## src/design/dtm_defines.svh

```systemverilog
// Purpose: Offsets, field positions, reset values and divider counts of
//          the dual timer block.
// Assumes: APB with 32-bit data and byte addresses on paddr.
// Notes:   Definitions only; included by bare name.
`ifndef DTM_DEFINES_SVH
`define DTM_DEFINES_SVH

// Register byte offsets.
`define DTM_OFF_CTRL 8'h00
`define DTM_OFF_MODE 8'h04
`define DTM_OFF_T0LO 8'h08
`define DTM_OFF_T0HI 8'h0c
`define DTM_OFF_T1LO 8'h10
`define DTM_OFF_T1HI 8'h14
`define DTM_OFF_CSEL 8'h18
`define DTM_OFF_STAT 8'h1c
`define DTM_OFF_MASK 8'h20

// Reset values.
`define DTM_RST_CTRL 8'h00
`define DTM_RST_MODE 8'h00
`define DTM_RST_BYTE 8'h00
`define DTM_RST_CSEL 4'h0
`define DTM_RST_EVT 4'h0

// Clock-select register fields.
`define DTM_CSEL_SYS0 0
`define DTM_CSEL_SYS1 1
`define DTM_CSEL_SCA_LO 2
`define DTM_CSEL_SCA_HI 3

// Event bit positions in the status and mask registers.
`define DTM_EV_OVF0 0
`define DTM_EV_OVF1 1
`define DTM_EV_EXT0 2
`define DTM_EV_EXT1 3

// Prescaler terminal counts (divide by 12, 4, 48 and 8).
`define DTM_PRE_TC0 6'h0b
`define DTM_PRE_TC1 6'h03
`define DTM_PRE_TC2 6'h2f
`define DTM_PRE_TC3 6'h07

`endif

```

## src/design/dtm_pkg.sv

```systemverilog
// Purpose: Types shared by the dual timer block.
// Assumes: Bit layouts follow the control and mode register maps.
// Notes:   The step function gives one count step for a timer pair.
package dtm_pkg;

   typedef enum logic [1:0] {
      DTM_M13 = 2'h0,
      DTM_M16 = 2'h1,
      DTM_M8R = 2'h2,
      DTM_SPLIT = 2'h3
   } dtm_mode_t;

   // Control register layout, bit 7 first.
   typedef struct packed {
      logic ovf1;
      logic run1;
      logic ovf0;
      logic run0;
      logic xflag1;
      logic xtype1;
      logic xflag0;
      logic xtype0;
   } dtm_ctrl_t;

   // Mode register layout, bit 7 first.
   typedef struct packed {
      logic gate1;
      logic csel1;
      dtm_mode_t mode1;
      logic timer0_gate_enable;
      logic csel0;
      dtm_mode_t mode0;
   } dtm_mode_reg_t;

   typedef struct packed {
      logic [7:0] lo;
      logic [7:0] hi;
      logic ovf;
   } dtm_step_t;

   function automatic dtm_step_t dtm_step(input dtm_mode_t m,
                                          input logic [7:0] lo,
                                          input logic [7:0] hi);
      dtm_step_t s;
      s = '{lo: lo, hi: hi, ovf: 1'b0};
      unique case (m)
         DTM_M13: begin
            {s.hi, s.lo[4:0]} = {hi, lo[4:0]} + 13'h0001;
            s.ovf = (hi == 8'hff) && (lo[4:0] == 5'h1f);
         end
         DTM_M16: begin
            {s.hi, s.lo} = {hi, lo} + 16'h0001;
            s.ovf = (hi == 8'hff) && (lo == 8'hff);
         end
         DTM_M8R: begin
            s.ovf = (lo == 8'hff);
            s.lo = s.ovf ? hi : lo + 8'h01;
         end
         DTM_SPLIT: begin
            s.ovf = (lo == 8'hff);
            s.lo = lo + 8'h01;
         end
      endcase
      return s;
   endfunction : dtm_step

endpackage : dtm_pkg

```

## src/design/dtm_dual_timer.sv

```systemverilog
// Purpose: Two 8051-style counter/timers with their control register,
//          external interrupt flags and an APB register slave.
// Assumes: All pins are synchronous to pclk; zero-wait APB slave.
// Notes:   Counter registers are written by software with priority over
//          a count step in the same cycle.
//
// Behaviour
// Sixteen-bit mode counts over the whole high and low byte pair.
// Auto-reload: low byte wraps, sets overflow flag, reloads from high byte.
// Auto-reload leaves the high byte unchanged; only software writes it.
// Software loads the low byte before enabling an auto-reload timer.
// An overflow flag set in auto-reload mode raises its interrupt request.
// Timer 1 auto-reload behaves exactly like timer 0 with its own bits.
// Split mode: timer 0 low byte uses timer 0 controls and flag.
// Split low byte counts system timebase or external falling edges.
// Split high byte counts internal clocks only, gated by timer 1 run.
// Split high byte overflow sets timer 1 flag and its request.
// During split, timer 1 counts no edges and sets no flag.
// During split, timer 1 overflow pulse still reaches baud and converter.
// During split, timer 1 runs in modes 0 to 2, stops in mode 3.
// Timer 1 in mode 3 is inactive and holds its count.
// Count only when run is set and gate clear or gate input high.
// Setting run neither clears nor loads the counter.
// Counter input falling edges are sampled on the system clock.
// Overflow flags set on overflow, cleared by writing zero or vectoring.
// External type selects level or falling edge; edge flags clear on vector.
`timescale 1ns/100ps
`include "dtm_defines.svh"

module dtm_dual_timer
   import dtm_pkg::*;
(
   // Clock and reset
   input wire logic pclk,
   input wire logic presetn,
   // APB slave
   input wire logic psel,
   input wire logic penable,
   input wire logic pwrite,
   input wire logic [7:0] paddr,
   input wire logic [31:0] pwdata,
   output logic [31:0] prdata,
   output logic pready,
   output logic pslverr,
   // Pins
   input wire logic count_input_pin_zero,
   input wire logic count_input_pin_one,
   input wire logic external_gate_input_zero,
   input wire logic external_gate_input_one,
   // Vectoring acknowledges from the interrupt controller
   input wire logic vector_ack_timer0,
   input wire logic vector_ack_timer1,
   input wire logic vector_ack_ext0,
   input wire logic vector_ack_ext1,
   // Requests and events
   output logic timer0_irq_req,
   output logic timer1_irq_req,
   output logic ext0_irq_req,
   output logic ext1_irq_req,
   output logic timer1_overflow_pulse,
   output logic irq
);

   dtm_mode_reg_t mode_q;
   logic [7:0] timer0_low_byte_q, timer0_high_byte_q;
   logic [7:0] timer1_low_byte_q, timer1_high_byte_q;
   logic timer0_run_bit_q, timer1_run_bit_q;
   logic [1:0] ovf_flag_q, ovf_set;
   logic [1:0] xtype_q, xflag_q, xset, xpin, xpin_q, xack;
   logic [1:0] cnt_pin_q, cnt_fall;
   logic [3:0] csel_q, stat_q, mask_q, events;
   logic [5:0] pre_q, pre_tc;
   logic pre_tick;
   logic [31:0] prdata_q, rdata;
   logic pslverr_q, rmapped, split, ovf1_pulse_q;
   logic wr, wr_ctrl;
   dtm_ctrl_t wctrl, ctrl_view;
   logic tick_external_gate_input_zero, tick_external_gate_input_one, tick0, tick1, run0, run1;
   logic cnt0_en, cnt1_en, hi_en, ovf_hi, ovf1_raw;
   dtm_step_t step0, step1;

   // Bus decode; every access completes with no wait state.
   assign pready = 1'b1;
   assign wr = psel && penable && pwrite;
   assign wr_ctrl = wr && (paddr == `DTM_OFF_CTRL);
   assign wctrl = dtm_ctrl_t'(pwdata[7:0]);

   // Prescaled clock shared by both timers.
   always_comb begin
      unique case (csel_q[`DTM_CSEL_SCA_HI:`DTM_CSEL_SCA_LO])
         2'h0: pre_tc = `DTM_PRE_TC0;
         2'h1: pre_tc = `DTM_PRE_TC1;
         2'h2: pre_tc = `DTM_PRE_TC2;
         2'h3: pre_tc = `DTM_PRE_TC3;
      endcase
   end
   assign pre_tick = (pre_q >= pre_tc);

   always_ff @(posedge pclk or negedge presetn) begin
      if (!presetn) begin
         pre_q <= 6'h00;
      end else if (pre_tick) begin
         pre_q <= 6'h00;
      end else begin
         pre_q <= pre_q + 6'h01;
      end
   end

   // Pin edge detection, one copy per channel.
   assign xpin = {external_gate_input_one, external_gate_input_zero};
   assign xack = {vector_ack_ext1, vector_ack_ext0};

   genvar g;
   generate
      for (g = 0; g < 2; g++) begin : g_chan
         logic cpin;
         assign cpin = g ? count_input_pin_one : count_input_pin_zero;
         // A level must hold one clock so both samples see it.
         assign cnt_fall[g] = cnt_pin_q[g] && !cpin;
         // Level mode raises an event when the flag first goes high.
         assign xset[g] = xtype_q[g] ? (xpin_q[g] && !xpin[g])
                                     : (!xpin[g] && !xflag_q[g]);

         always_ff @(posedge pclk or negedge presetn) begin
            if (!presetn) begin
               cnt_pin_q[g] <= 1'b1;
               xpin_q[g] <= 1'b1;
            end else begin
               cnt_pin_q[g] <= cpin;
               xpin_q[g] <= xpin[g];
            end
         end

         always_ff @(posedge pclk or negedge presetn) begin
            if (!presetn) begin
               xflag_q[g] <= 1'b0;
            end else if (!xtype_q[g]) begin
               xflag_q[g] <= !xpin[g];
            end else if (xset[g]) begin
               xflag_q[g] <= 1'b1;
            end else if (xack[g]) begin
               xflag_q[g] <= 1'b0;
            end else if (wr_ctrl) begin
               xflag_q[g] <= g ? wctrl.xflag1 : wctrl.xflag0;
            end
         end
      end
   endgenerate

   // Count enables and timebases.
   assign split = (mode_q.mode0 == DTM_SPLIT);
   assign tick_external_gate_input_zero = csel_q[`DTM_CSEL_SYS0] || pre_tick;
   assign tick_external_gate_input_one = csel_q[`DTM_CSEL_SYS1] || pre_tick;
   assign tick0 = mode_q.csel0 ? cnt_fall[0] : tick_external_gate_input_zero;
   assign tick1 = (mode_q.csel1 && !split) ? cnt_fall[1] : tick_external_gate_input_one;
   assign run0 = timer0_run_bit_q
              && (!mode_q.timer0_gate_enable || external_gate_input_zero);
   // Split mode hands timer 1 run control to its mode field alone.
   assign run1 = split ? (mode_q.mode1 != DTM_SPLIT)
                       : (timer1_run_bit_q && (mode_q.mode1 != DTM_SPLIT)
                          && (!mode_q.gate1 || external_gate_input_one));
   assign cnt0_en = run0 && tick0;
   assign cnt1_en = run1 && tick1;
   assign hi_en = split && timer1_run_bit_q && tick_external_gate_input_zero;
   assign ovf_hi = hi_en && (timer0_high_byte_q == 8'hff);

   always_comb begin
      step0 = dtm_step(mode_q.mode0, timer0_low_byte_q, timer0_high_byte_q);
      step1 = dtm_step(mode_q.mode1, timer1_low_byte_q, timer1_high_byte_q);
   end

   assign ovf1_raw = cnt1_en && step1.ovf;
   assign ovf_set[0] = cnt0_en && step0.ovf;
   assign ovf_set[1] = split ? ovf_hi : ovf1_raw;

   // Timer 0 byte pair; run changes never touch the counts.
   always_ff @(posedge pclk or negedge presetn) begin
      if (!presetn) begin
         timer0_low_byte_q <= `DTM_RST_BYTE;
      end else if (wr && paddr == `DTM_OFF_T0LO) begin
         timer0_low_byte_q <= pwdata[7:0];
      end else if (cnt0_en) begin
         timer0_low_byte_q <= step0.lo;
      end
   end

   always_ff @(posedge pclk or negedge presetn) begin
      if (!presetn) begin
         timer0_high_byte_q <= `DTM_RST_BYTE;
      end else if (wr && paddr == `DTM_OFF_T0HI) begin
         timer0_high_byte_q <= pwdata[7:0];
      end else if (hi_en) begin
         timer0_high_byte_q <= timer0_high_byte_q + 8'h01;
      end else if (cnt0_en && !split) begin
         timer0_high_byte_q <= step0.hi;
      end
   end

   // Timer 1 byte pair.
   always_ff @(posedge pclk or negedge presetn) begin
      if (!presetn) begin
         timer1_low_byte_q <= `DTM_RST_BYTE;
      end else if (wr && paddr == `DTM_OFF_T1LO) begin
         timer1_low_byte_q <= pwdata[7:0];
      end else if (cnt1_en) begin
         timer1_low_byte_q <= step1.lo;
      end
   end

   always_ff @(posedge pclk or negedge presetn) begin
      if (!presetn) begin
         timer1_high_byte_q <= `DTM_RST_BYTE;
      end else if (wr && paddr == `DTM_OFF_T1HI) begin
         timer1_high_byte_q <= pwdata[7:0];
      end else if (cnt1_en) begin
         timer1_high_byte_q <= step1.hi;
      end
   end

   // Overflow pulse to the baud-rate and converter-start logic.
   always_ff @(posedge pclk or negedge presetn) begin
      if (!presetn) begin
         ovf1_pulse_q <= 1'b0;
      end else begin
         ovf1_pulse_q <= ovf1_raw;
      end
   end

   // Control register: run bits, types and overflow flags.
   always_ff @(posedge pclk or negedge presetn) begin
      if (!presetn) begin
         timer0_run_bit_q <= 1'b0;
         timer1_run_bit_q <= 1'b0;
         xtype_q <= 2'h0;
      end else if (wr_ctrl) begin
         timer0_run_bit_q <= wctrl.run0;
         timer1_run_bit_q <= wctrl.run1;
         xtype_q <= {wctrl.xtype1, wctrl.xtype0};
      end
   end

   // A hardware set beats a software clear or a vectoring clear.
   always_ff @(posedge pclk or negedge presetn) begin
      if (!presetn) begin
         ovf_flag_q <= 2'h0;
      end else begin
         if (ovf_set[0]) begin
            ovf_flag_q[0] <= 1'b1;
         end else if (vector_ack_timer0) begin
            ovf_flag_q[0] <= 1'b0;
         end else if (wr_ctrl) begin
            ovf_flag_q[0] <= wctrl.ovf0;
         end
         if (ovf_set[1]) begin
            ovf_flag_q[1] <= 1'b1;
         end else if (vector_ack_timer1) begin
            ovf_flag_q[1] <= 1'b0;
         end else if (wr_ctrl) begin
            ovf_flag_q[1] <= wctrl.ovf1;
         end
      end
   end

   // Mode and clock-select registers.
   always_ff @(posedge pclk or negedge presetn) begin
      if (!presetn) begin
         mode_q <= dtm_mode_reg_t'(`DTM_RST_MODE);
      end else if (wr && paddr == `DTM_OFF_MODE) begin
         mode_q <= dtm_mode_reg_t'(pwdata[7:0]);
      end
   end

   always_ff @(posedge pclk or negedge presetn) begin
      if (!presetn) begin
         csel_q <= `DTM_RST_CSEL;
         mask_q <= `DTM_RST_EVT;
      end else begin
         if (wr && paddr == `DTM_OFF_CSEL) begin
            csel_q <= pwdata[3:0];
         end
         if (wr && paddr == `DTM_OFF_MASK) begin
            mask_q <= pwdata[3:0];
         end
      end
   end

   // Sticky event status, write one to clear; a new event wins.
   always_comb begin
      events = 4'h0;
      events[`DTM_EV_OVF0] = ovf_set[0];
      events[`DTM_EV_OVF1] = ovf_set[1];
      events[`DTM_EV_EXT0] = xset[0];
      events[`DTM_EV_EXT1] = xset[1];
   end

   always_ff @(posedge pclk or negedge presetn) begin
      if (!presetn) begin
         stat_q <= `DTM_RST_EVT;
      end else if (wr && paddr == `DTM_OFF_STAT) begin
         stat_q <= (stat_q & ~pwdata[3:0]) | events;
      end else begin
         stat_q <= stat_q | events;
      end
   end

   // Read data is captured in the setup phase for a registered answer.
   always_comb begin
      ctrl_view = '{ovf1: ovf_flag_q[1], run1: timer1_run_bit_q,
                    ovf0: ovf_flag_q[0], run0: timer0_run_bit_q,
                    xflag1: xflag_q[1], xtype1: xtype_q[1],
                    xflag0: xflag_q[0], xtype0: xtype_q[0]};
      rdata = 32'h0000_0000;
      rmapped = 1'b1;
      unique case (paddr)
         `DTM_OFF_CTRL: rdata[7:0] = ctrl_view;
         `DTM_OFF_MODE: rdata[7:0] = mode_q;
         `DTM_OFF_T0LO: rdata[7:0] = timer0_low_byte_q;
         `DTM_OFF_T0HI: rdata[7:0] = timer0_high_byte_q;
         `DTM_OFF_T1LO: rdata[7:0] = timer1_low_byte_q;
         `DTM_OFF_T1HI: rdata[7:0] = timer1_high_byte_q;
         `DTM_OFF_CSEL: rdata[3:0] = csel_q;
         `DTM_OFF_STAT: rdata[3:0] = stat_q;
         `DTM_OFF_MASK: rdata[3:0] = mask_q;
         default: rmapped = 1'b0;
      endcase
   end

   always_ff @(posedge pclk or negedge presetn) begin
      if (!presetn) begin
         prdata_q <= 32'h0000_0000;
         pslverr_q <= 1'b0;
      end else if (psel && !penable) begin
         prdata_q <= pwrite ? 32'h0000_0000 : rdata;
         pslverr_q <= !rmapped;
      end
   end

   assign prdata = prdata_q;
   assign pslverr = pslverr_q;

   // Requests follow the flags; the controller applies its own enables.
   assign timer0_irq_req = ovf_flag_q[0];
   assign timer1_irq_req = ovf_flag_q[1];
   assign ext0_irq_req = xflag_q[0];
   assign ext1_irq_req = xflag_q[1];
   assign timer1_overflow_pulse = ovf1_pulse_q;
   assign irq = |(stat_q & mask_q);

endmodule : dtm_dual_timer

```

## config.mk

```make
export PLATFORM = sky130hd
export DESIGN_NAME = dtm_dual_timer
export DESIGN_NICKNAME = d
export VERILOG_FILES = /design/src/design/dtm_pkg.sv /design/src/design/dtm_dual_timer.sv
export VERILOG_INCLUDE_DIRS = /design/src /design/src/design
export SDC_FILE = /design/constraint.sdc
export NUM_CORES = 1
export LEC_CHECK = 0
export ABC_AREA = 1
export BUFFER_PORTS_ARGS = -buffer_cell sky130_fd_sc_hd__buf_2
export CAP_MARGIN = 40
export CORE_MARGIN = 2
export CORE_UTILIZATION = 51
export CTS_BUF_LIST = sky130_fd_sc_hd__clkbuf_4 sky130_fd_sc_hd__clkbuf_8 sky130_fd_sc_hd__clkbuf_16
export DETAILED_ROUTE_END_ITERATION = 6
export PLACE_DENSITY_LB_ADDON = 0.15
export REMOVE_ABC_BUFFERS = 1
export SLEW_MARGIN = 5
export SYNTH_ARGS = -nofsm -noshare
export SYNTH_HDL_FRONTEND = slang
export SYNTH_SLANG_ARGS = --single-unit
```

## constraint.sdc

```tcl
create_clock -name pclk -period 1.7 [get_ports pclk]
set_input_delay 0.085 -clock pclk [delete_from_list [all_inputs] [get_ports pclk]]
set_output_delay 0.085 -clock pclk [all_outputs]
set_load 0.03 [all_outputs]
```

==> results.md, run 1 <==
* Worst slew margin at 0.648
* Seq cells post-synth at 80
* Gpl congestion at 0.949
* Inserted Diodes at 0
* CP required at 1940 ps
* Most area-hungry cell type in the Yosys netlist: dfrtp_1
* Final core occ at 0.660
* # rows at 39
* DR WL/cell at 16.3 um
* Critical path class: flop to flop
* Worst clock skew at 8.25 ps
* Die width at 112 um
* Worst-Skew Late Latency at 360 ps
* Final Max Slew Viols at 0
* Period minus WS final at 1890 ps
* Global-route wire length before repair at 31.2 mm
* Vias in the first global route at 6042
* Setup violations, final at 37
* Share of cells above drive strength 1 at 0.205
* VDD IR max at 626 uV
* Num CTS Buffers at 9
* P&R area growth vs syn at 26.7%
* Seq/Total Area, Yosys at 0.339
* Ranking of synthesized cells by area: dfrtp_1 (32%), nand2_1 (20%), nand3_1 (6.4%)
* Area share of the largest cell type after synthesis at 0.321
* Fin crit share at 1.11
* Root Buffer: clkbuf_16
* Hold_ws at 7.29 ps
* Crit path launch type: flop
* Initial DRC count at 612
* IO Count at 93
* Placed cell areas at 6840 sq um
* Clock buffer depth at 2
* Die Y-Extent at 112 um
* PnR worst setup slack at -192 ps
* Max Cap Viol at 0
* GRT Total Usage at 0.320
* Post-route cell area at 7500 sq um
* H-tree depth at 3
* Hold Path Class: primary input to flop
* Commonest cells in the netlist: nand2_1 (313), inv_1 (98), nor2_1 (93), dfrtp_1 (76), nand3_1 (76)
* Post-synthesis cell count at 906
* Achievable Freq at 529 MHz
* Vias per cell at 5.44
* Most frequent cell after synthesis: nand2_1
* DP HPWL at 14.6 mm
* Failing checks: setup timing
* Die area at 12500 sq um
* EDFF count, synth at 0
* Pleak at 3.91 nW
* Clock Pin Slew Worst Setup and Hold Paths at 60 ps
* Routed via count at 6497
* Synth Area per Inst at 6.53 sq um
* Syn. warnings at 0
* Clock sink total at 80
* Grt total ovfl at 0
* CORE AREA at 11400 sq um
* Distinct cells, synth at 39
* Fin nets at 1115
* First-pass DRT Iterations at 5
* Initial Utilization at 0.521
* Count of final hold-check violations at 0
* Post-route ant nets at 0
* # DRC at 0
* CP Capture Type: flop
* Port-buffer cells at 43
* CTS tree: yes
* Status: finished with violations
* Final wirelength at 19.4 mm
* Post-Syn Area at 5920 sq um
* Overall Power at 0.00550 W
* RSZ-0062 raised after global routing: true
* Sum of negative setup slack at -4630 ps
* Largest net degree at the start of global routing at 81
* Arrival time worst endpoint at 2140 ps
* Most used DFF post-synth: dfrtp_1
* Async S/R FF share, synth at 1.00
* Worst Path Max Fanout at 7
* Pwr/cell area at 734 nW/um^2
* Worst-Margin Slew at 528 ps
* Initial antenna violation count at 0
power breakdown:
| part | leakage (nW) | internal [W] | total (W) | switching, W |
|---|---|---|---|---|
| Sequential | 1.04 | 0.00203 | 0.00213 | 0.0000961 |
| Clock | 0.166 | 0.00146 | 0.00228 | 0.000821 |
| Combinational | 2.70 | 0.000417 | 0.00110 | 0.000683 |
| Total | 3.91 | 0.00390 | 0.00550 | 0.00160 |
layout make-up:
class	instances	area (sq um)
Clock buffer	11	240
Clock inverter	4	95.1
Fill cell	1079	3870
Inverter	105	402
Multi-Input combinational cell	711	3570
Sequential cell	80	2010
Tap cell	143	179
Timing Repair Buffer	140	1000
Timing Repair inverter	1	7.51
cells in the final DEF (no fill, tap or decap), types with 3 or more instances in the layout:
cell type and count:
buf_6 4, buf_2 42, xor2_1 17, dlygate4sd3_1 6, o21ai_0 61, and3_1 4
buf_4 86, ha_1 11, nand2_1 303, inv_1 91, nand4_1 16, nor2_1 86
dfrtp_1 76, nor3_1 14, xnor2_1 3, clkbuf_16 9, nand2_2 8, inv_2 9
nor2_4 6, o22ai_1 14, o21ai_2 3, dfstp_2 4, bufinv_16 3, inv_4 3
conb_1 25, nand2_4 7, o21ai_1 4, o211ai_1 13, nand3_1 70, a21oi_1 11
nand3_2 5, nor2_2 8
worst paths after layout:
| path | slack, ps | cells past startpoint | from | endpoint |
|---|---|---|---|---|
| hold / removal | 7 | 4 | penable | pslverr |
| hold reg to reg | 480 | 2 | prdata[5] | prdata[5] |
| max in group asynchronous | 1030 | 3 | presetn | cnt_pin_q[1] |
| setup reg to reg | -190 | 12 | csel_q[2] | timer0_high_byte_q[7] |
| min in group asynchronous | 300 | 3 | presetn | mask_q[0] |
| setup / recovery | -190 | 12 | csel_q[2] | timer0_high_byte_q[7] |
worst max-delay path, stage by stage, from the launching register on:
cell	delay, ps
dfrtp_1	400
inv_2	70
nand2_2	60
ha_4	260
inv_2	40
nor2_4	120
o21ai_4	80
nand4_1	100
nand3_1	110
nand2_2	160
clkinvlp_4	220
nand2_1	110
nand2_1	50
kinds of logic (layout without fill, tap and decap cells):
kind of cell,Yosys count,count (layout),share of synthesized area
AO/OA/AOI/OAI,117,117,0.114
XOR/XNOR,20,20,0.0296
adder cells (fa/ha/maj),14,14,0.0296
buffers and inverters,138,261,0.106
flip-flops,80,80,0.339
other,2,25,0.00127
AND/OR/NAND/NOR,535,535,0.381
through the flow:
stage                     worst slack [ps]  cells
final                                 -192   1195
after global routing                  -303   1195
after CTS                             -206   1193
after detailed placement              -542   1168
after global placement                -487   1168
after floorplan                       -222    896
per-layer routing:
layer	track usage	vias up	wire length, um
li1	-	3168	-
met1	0.423	3044	8290
met2	0.510	243	9110
met3	0.0719	42	1420
met4	0.129	0	613
met5	0	-	0
registers in the layout (all words and copies together), names as in the netlist, 4 cells and up:
signal              cells
csel_q                  4
mask_q                  4
mode_q                  8
prdata                  8
pre_q                   6
stat_q                  4
timer0_high_byte_q      8
timer0_low_byte_q       8
timer1_high_byte_q      8
timer1_low_byte_q       8
repair_timing:
action | 4_1_cts | 5_1_grt
gates cloned | 2 | 0
setup endpoints to repair | 38 | 40
hold buffers | 6 | 0
pin swaps | 17 | 8
endpoints found under the hold margin | 81 | 0
gates resized for setup | 44 | 23
buffers inserted | 2 | 2
Note: power is estimated with default switching activity, not from simulation.
==> inputs of run 2 (changes only) <==
clock period = 1.8 ns   (was 1.7 ns; I/O delays follow)
==> results.md, run 2 (same netlist as run 1, synthesis figures left out) <==
* Largest net degree at the start of global routing at 39 (was 81)
* Highest-count cells in the layout ignoring fill and taps: nand2_1 (297), inv_1 (91), nor2_1 (84), buf_4 (80), dfrtp_1 (76) (was nand2_1 (303), inv_1 (91), nor2_1 (86), buf_4 (86), dfrtp_1 (76))
* # rows at 39 (unchanged)
* Vias per cell at 5.54 (was 5.44)
* First-pass DRT Iterations at 6 (was 5)
* Sw power at 0.00157 W (was 0.00160 W)
* Worst clock skew at 8.63 ps (was 8.25 ps)
* # DRC at 0 (unchanged)
* Clock Pin Slew Worst Setup and Hold Paths at 60 ps (about the same)
* Period minus WS final at 1960 ps (was 1890 ps)
* CP Capture Type: flop (unchanged)
* GRT Total Usage at 0.322 (was 0.320)
* Worst slew margin at 0.645 (was 0.648)
* CORE AREA at 11400 sq um (unchanged)
* DP HPWL at 14.9 mm (was 14.6 mm)
* Gpl congestion at 0.971 (was 0.949)
* Hold Path Class: primary input to flop (unchanged)
* Register area at 2010 sq um (unchanged)
* Worst Path Max Fanout at 7 (unchanged)
* Switching Share at 0.322 (was 0.291)
* Share of cells above drive strength 1 at 0.208 (was 0.205)
* Sequential power share at 0.414 (was 0.386)
* Arrival time worst endpoint at 2200 ps (was 2140 ps)
* Critical path class: flop to flop (unchanged)
* Routed via count at 6589 (was 6497)
* Leading cell type in the layout, fill and taps excluded: nand2_1 (unchanged)
* Die area at 12500 sq um (unchanged)
* Setup violations, final at 28 (was 37)
* Vias in the first global route at 6021 (was 6042)
* Placed cell areas at 6760 sq um (was 6840 sq um)
* Final wirelength at 19.7 mm (was 19.4 mm)
* RSZ-0062 raised after global routing: true (unchanged)
* Reg2reg path depth at 11 (was 12)
* Sum of negative setup slack at -2030 ps (was -4630 ps)
* Clock sink total at 80 (unchanged)
* Status: finished with violations (unchanged)
* PnR worst setup slack at -155 ps (was -192 ps)
* Pwr/cell area at 656 nW/um^2 (was 734 nW/um^2)
* Final Max Slew Viols at 0 (unchanged)
* Internal power at 0.00331 W (was 0.00390 W)
* Num CTS Buffers at 9 (unchanged)
* Pleak at 3.81 nW (was 3.91 nW)
* Clock buffer depth at 2 (unchanged)
* Worst-Skew Late Latency at 360 ps (about the same)
* Worst-Margin Slew at 532 ps (was 528 ps)
* Max Cap Viol at 0 (unchanged)
* Grt total ovfl at 0 (unchanged)
* Hold_ws at 16.0 ps (was 7.29 ps)
* Hold Crit Depth at 4 (unchanged)
* Count of final hold-check violations at 0 (unchanged)
* Die Y-Extent at 112 um (unchanged)
* Failing checks: setup timing (unchanged)
* Initial antenna violation count at 0 (unchanged)
* Initial Utilization at 0.521 (unchanged)
* CP required at 2050 ps (was 1940 ps)
* Fin nets at 1108 (was 1115)
* DR WL/cell at 16.6 um (was 16.3 um)
* Port-buffer cells at 43 (unchanged)
* Root Buffer: clkbuf_16 (unchanged)
* Multi-input gate area at 3620 sq um (was 3570 sq um)
* Die width at 112 um (unchanged)
* CTS tree: yes (unchanged)
* IO Count at 93 (unchanged)
* P&R area growth vs syn at 25.6% (was 26.7%)
* Crit path launch type: flop (unchanged)
* Global-route wire length before repair at 31.5 mm (was 31.2 mm)
* VDD IR max at 678 uV (was 626 uV)
* H-tree depth at 3 (unchanged)
* Inserted Diodes at 0 (unchanged)
* Post-route ant nets at 0 (unchanged)
* Initial DRC count at 762 (was 612)
* Comb pwr share at 0.222 (was 0.200)
* Fin crit share at 1.09 (was 1.11)
* Achievable Freq at 511 MHz (was 529 MHz)
* Post-route cell area at 7440 sq um (was 7500 sq um)
* Clock power share at 0.364 (was 0.414)
* Layout filler cell count at 1056 (was 1079)
## run 2: power by group through the flow
| stage | clock, W | combinational, W | sequential, W |
|---|---|---|---|
| floorplan | 0 | 0.000486 | 0.00205 |
| global placement | 0 | 0.000871 | 0.00204 |
| detailed placement | 0 | 0.000883 | 0.00204 |
| CTS | 0.00178 | 0.000955 | 0.00201 |
| global route | 0.00186 | 0.00118 | 0.00203 |
| finish | 0.00178 | 0.00108 | 0.00202 |
## run 2: routing by layer
metal	wire length, um	part of all wire	vias up	track usage
met1	8040	0.41	3012	0.435
met4	991	0.050	0	0.159
li1	-	-	3152	-
met2	8830	0.45	353	0.504
met3	1840	0.093	72	0.0512
met5	0	0	-	0
## run 2: timing repair
action	in CTS	in global routing
pin swaps	8	21
resized for setup	31	51
hold endpoints to repair	36	0
hold buffers	6	0
setup buffers	3	4
setup endpoints to repair	36	39
cloned	1	0
## run 2: critical path, stage by stage, from the launching register on
cell and delay, ps:
dfrtp_1 400, buf_6 130, ha_4 260, nand2_4 50
nor2_4 120, o21ai_4 90, nand4_1 170, nand3_2 120
nand2_4 140, clkinvlp_4 210, nand2_1 110, nand2_1 50
## run 2: layout make-up
type	instances	area share
Inverter	105	0.0550
Timing Repair inverter	1	0.00101
Clock buffer	11	0.0331
Clock inverter	5	0.00437
Tap cell	143	0.0241
Timing Repair Buffer	133	0.126
Multi-Input combinational cell	711	0.487
Sequential cell	80	0.270
## run 2: through the flow
stage | power (W) | utilization | cells | setup WS, ps
after detailed placement | 0.00292 | 0.594 | 1159 | -439
after global placement | 0.00291 | 0.594 | 1159 | -352
after global routing | 0.00507 | 0.654 | 1189 | -231
final | 0.00488 | 0.654 | 1189 | -155
after floorplan | 0.00253 | - | 896 | -122
after CTS | 0.00474 | 0.636 | 1185 | -71.0
## run 2: final timing paths
kind / from / slack (ps) / to
hold reg to reg: prdata[2] / 480 / prdata[2]
max in group asynchronous: presetn / 990 / timer0_high_byte_q[3]
setup / recovery: csel_q[2] / -160 / timer0_high_byte_q[1]
hold / removal: penable / 20 / pslverr
setup reg to reg: csel_q[2] / -160 / timer0_high_byte_q[1]
min in group asynchronous: presetn / 250 / timer1_low_byte_q[1]
==> inputs of run 3 (changes only) <==
clock period = 1.64 ns   (was 1.8 ns; I/O delays follow)
==> results.md, run 3 (same netlist as run 1, synthesis figures left out) <==
* M3 GR Usage at 0.0468 (was 0.0512)
* Placed cell count at 1188 (was 1159)
* Status: finished with violations (unchanged)
* Achievable Freq at 517 MHz (was 511 MHz)
* Critical Path Source: csel_q[2] (unchanged)
* Worst R2R Start: csel_q[2] (unchanged)
* DP HPWL at 15.2 mm (was 14.9 mm)
* Die Y-Extent at 112 um (unchanged)
* RSZ-0062 raised after global routing: true (unchanged)
* Sum of negative setup slack at -8010 ps (was -2030 ps)
* PnR worst setup slack at -295 ps (was -155 ps)
* Initial antenna violation count at 0 (unchanged)
* Setup violations, final at 37 (was 28)
* Busiest grt layer: met2 (unchanged)
* Worst R2R Setup Slack at -290 ps (was -160 ps)
* Global-route wire length before repair at 31.9 mm (was 31.5 mm)
* Final Max Slew Viols at 0 (unchanged)
* Clock sink total at 80 (unchanged)
* Gpl congestion at 0.998 (was 0.971)
* Reg2reg path depth at 12 (was 11)
* Grt total ovfl at 0 (unchanged)
* Vias per cell at 5.52 (was 5.54)
* Clock Pin Slew Worst Setup and Hold Paths at 70 ps (was 60 ps)
* Period minus WS final at 1930 ps (was 1960 ps)
* Count of final hold-check violations at 0 (unchanged)
* Met1 global-route usage at 0.427 (was 0.435)
* Failing checks: setup timing (unchanged)
* Reg2Reg Capture Point: timer0_low_byte_q[2] (was timer0_high_byte_q[1])
* Worst setup path end: timer0_low_byte_q[2] (was timer0_high_byte_q[1])
* Layout filler cell count at 1012 (was 1056)
* Fin crit share at 1.18 (was 1.09)
* Hold Path Class: primary input to flop (unchanged)
* Worst-Skew Late Latency at 350 ps (was 360 ps)
* Crit path launch type: flop (unchanged)
* Die width at 112 um (unchanged)
* Multi-input gate area at 3620 sq um (unchanged)
* Arrival time worst endpoint at 2130 ps (was 2200 ps)
* Clock buffer depth at 2 (unchanged)
* Routed via count at 6722 (was 6589)
* # DRC at 0 (unchanged)
* Die area at 12500 sq um (unchanged)
* Fin nets at 1137 (was 1108)
* CP required at 1840 ps (was 2050 ps)
* Pleak at 3.99 nW (was 3.81 nW)
* Largest net degree at the start of global routing at 46 (was 39)
* Root Buffer: clkbuf_16 (unchanged)
* Hold_ws at 16.5 ps (was 16.0 ps)
* Inserted Diodes at 0 (unchanged)
* IO Count at 93 (unchanged)
* GRT Total Usage at 0.324 (was 0.322)
* CP Capture Type: flop (unchanged)
* Max Cap Viol at 0 (unchanged)
* Initial DRC count at 581 (was 762)
* Critical path class: flop to flop (unchanged)
* M2 GR Usage at 0.530 (was 0.504)
* Highest-count cells in the layout ignoring fill and taps: nand2_1 (304), buf_4 (111), inv_1 (90), nor2_1 (84), dfrtp_1 (76) (was nand2_1 (297), inv_1 (91), nor2_1 (84), buf_4 (80), dfrtp_1 (76))
* Layout Cells excl Fill at 1218 (was 1189)
* Worst slack, placed at -559 ps (was -439 ps)
* Post-route ant nets at 0 (unchanged)
* First-pass DRT Iterations at 5 (was 6)
* Worst clock skew at 8.88 ps (was 8.63 ps)
* Leading cell type in the layout, fill and taps excluded: nand2_1 (unchanged)
* Share of cells above drive strength 1 at 0.225 (was 0.208)
* Pwr/cell area at 727 nW/um^2 (was 656 nW/um^2)
* Register area at 2010 sq um (unchanged)
* P&R area growth vs syn at 29.6% (was 25.6%)
* Final wirelength at 20.0 mm (was 19.7 mm)
* Worst Path Max Fanout at 4 (was 7)
* Initial Utilization at 0.521 (unchanged)
* Worst slew margin at 0.581 (was 0.645)
* DR WL/cell at 16.5 um (was 16.6 um)
* CORE AREA at 11400 sq um (unchanged)
* Port-buffer cells at 43 (unchanged)
* # rows at 39 (unchanged)
* Num CTS Buffers at 9 (unchanged)
* CTS tree: yes (unchanged)
* Worst-Margin Slew at 629 ps (was 532 ps)
* VDD IR max at 511 uV (was 678 uV)
* Vias in the first global route at 6235 (was 6021)
* H-tree depth at 3 (unchanged)
==> run 3: changes by cell type in the layout (fill, tap and decap cells not counted), sizes merged <==
cell and delta:
buf +29, clkinv +2, clkbuf -1, inv +1
clkinvlp -3, bufinv +1
==> run 3: repair_timing <==
item | CTS | global route
buffers inserted | 2 | 5
setup endpoints to repair | 40 | 43
hold buffers | 6 | 0
cloned | 1 | 0
hold endpoints to repair | 44 | 0
resized for setup | 37 | 37
pin swaps | 8 | 19
==> run 3: layer usage <==
layer / part of all wire / vias to the layer above / wire, um
met2: 0.47 / 331 / 9430
met3: 0.075 / 75 / 1500
met4: 0.046 / 0 / 928
met5: 0 / - / 0
met1: 0.41 / 3109 / 8190
li1: - / 3207 / -
==> run 3: worst max-delay path, stage by stage, from the launching register on <==
cell      delay (ps)
dfrtp_1          400
inv_2             80
nand2_2           60
ha_4             250
inv_4             80
nor2_4            40
nor2_4           130
nand4_1          200
nand2_2          190
buf_4            130
inv_2             40
nand3_1           60
o211ai_1         120
==> run 3: metrics by stage <==
step	instance area (sq um)	total power (W)	utilization
floorplan	5770	0.00278	-
global placement	6990	0.00327	0.615
detailed placement	6990	0.00328	0.615
CTS	7480	0.00544	0.658
global route	7680	0.00583	0.675
finish	7680	0.00558	0.675
==> run 3: power by group <==
part	total (W)	internal (W)	leakage, nW	switching (W)
Clock	0.00210	0.00123	0.153	0.000873
Combinational	0.00128	0.000507	2.79	0.000772
Sequential	0.00220	0.00210	1.04	0.0000988
==> run 3: worst min path at each step <==
stage                       endpoint  slack (ps)       from  cells past startpoint
2_1_floorplan              csel_q[0]        -210    presetn                      0
3_3_place_gp               mask_q[0]         140    presetn                      1
3_5_place_dp               mask_q[3]         140    presetn                      1
4_1_cts                      pslverr          20    penable                      4
5_1_grt        timer1_high_byte_q[2]          50  pwdata[2]                      3
6_report                     pslverr          20    penable                      4
==> run 3: final cells by class <==
class,count,share of cell area
Multi-Input combinational cell,711,0.471
Tap cell,143,0.0233
Sequential cell,80,0.261
Clock inverter,6,0.00864
Timing Repair Buffer,162,0.150
Clock buffer,10,0.0311
Inverter,105,0.0526
Timing Repair inverter,1,0.000978
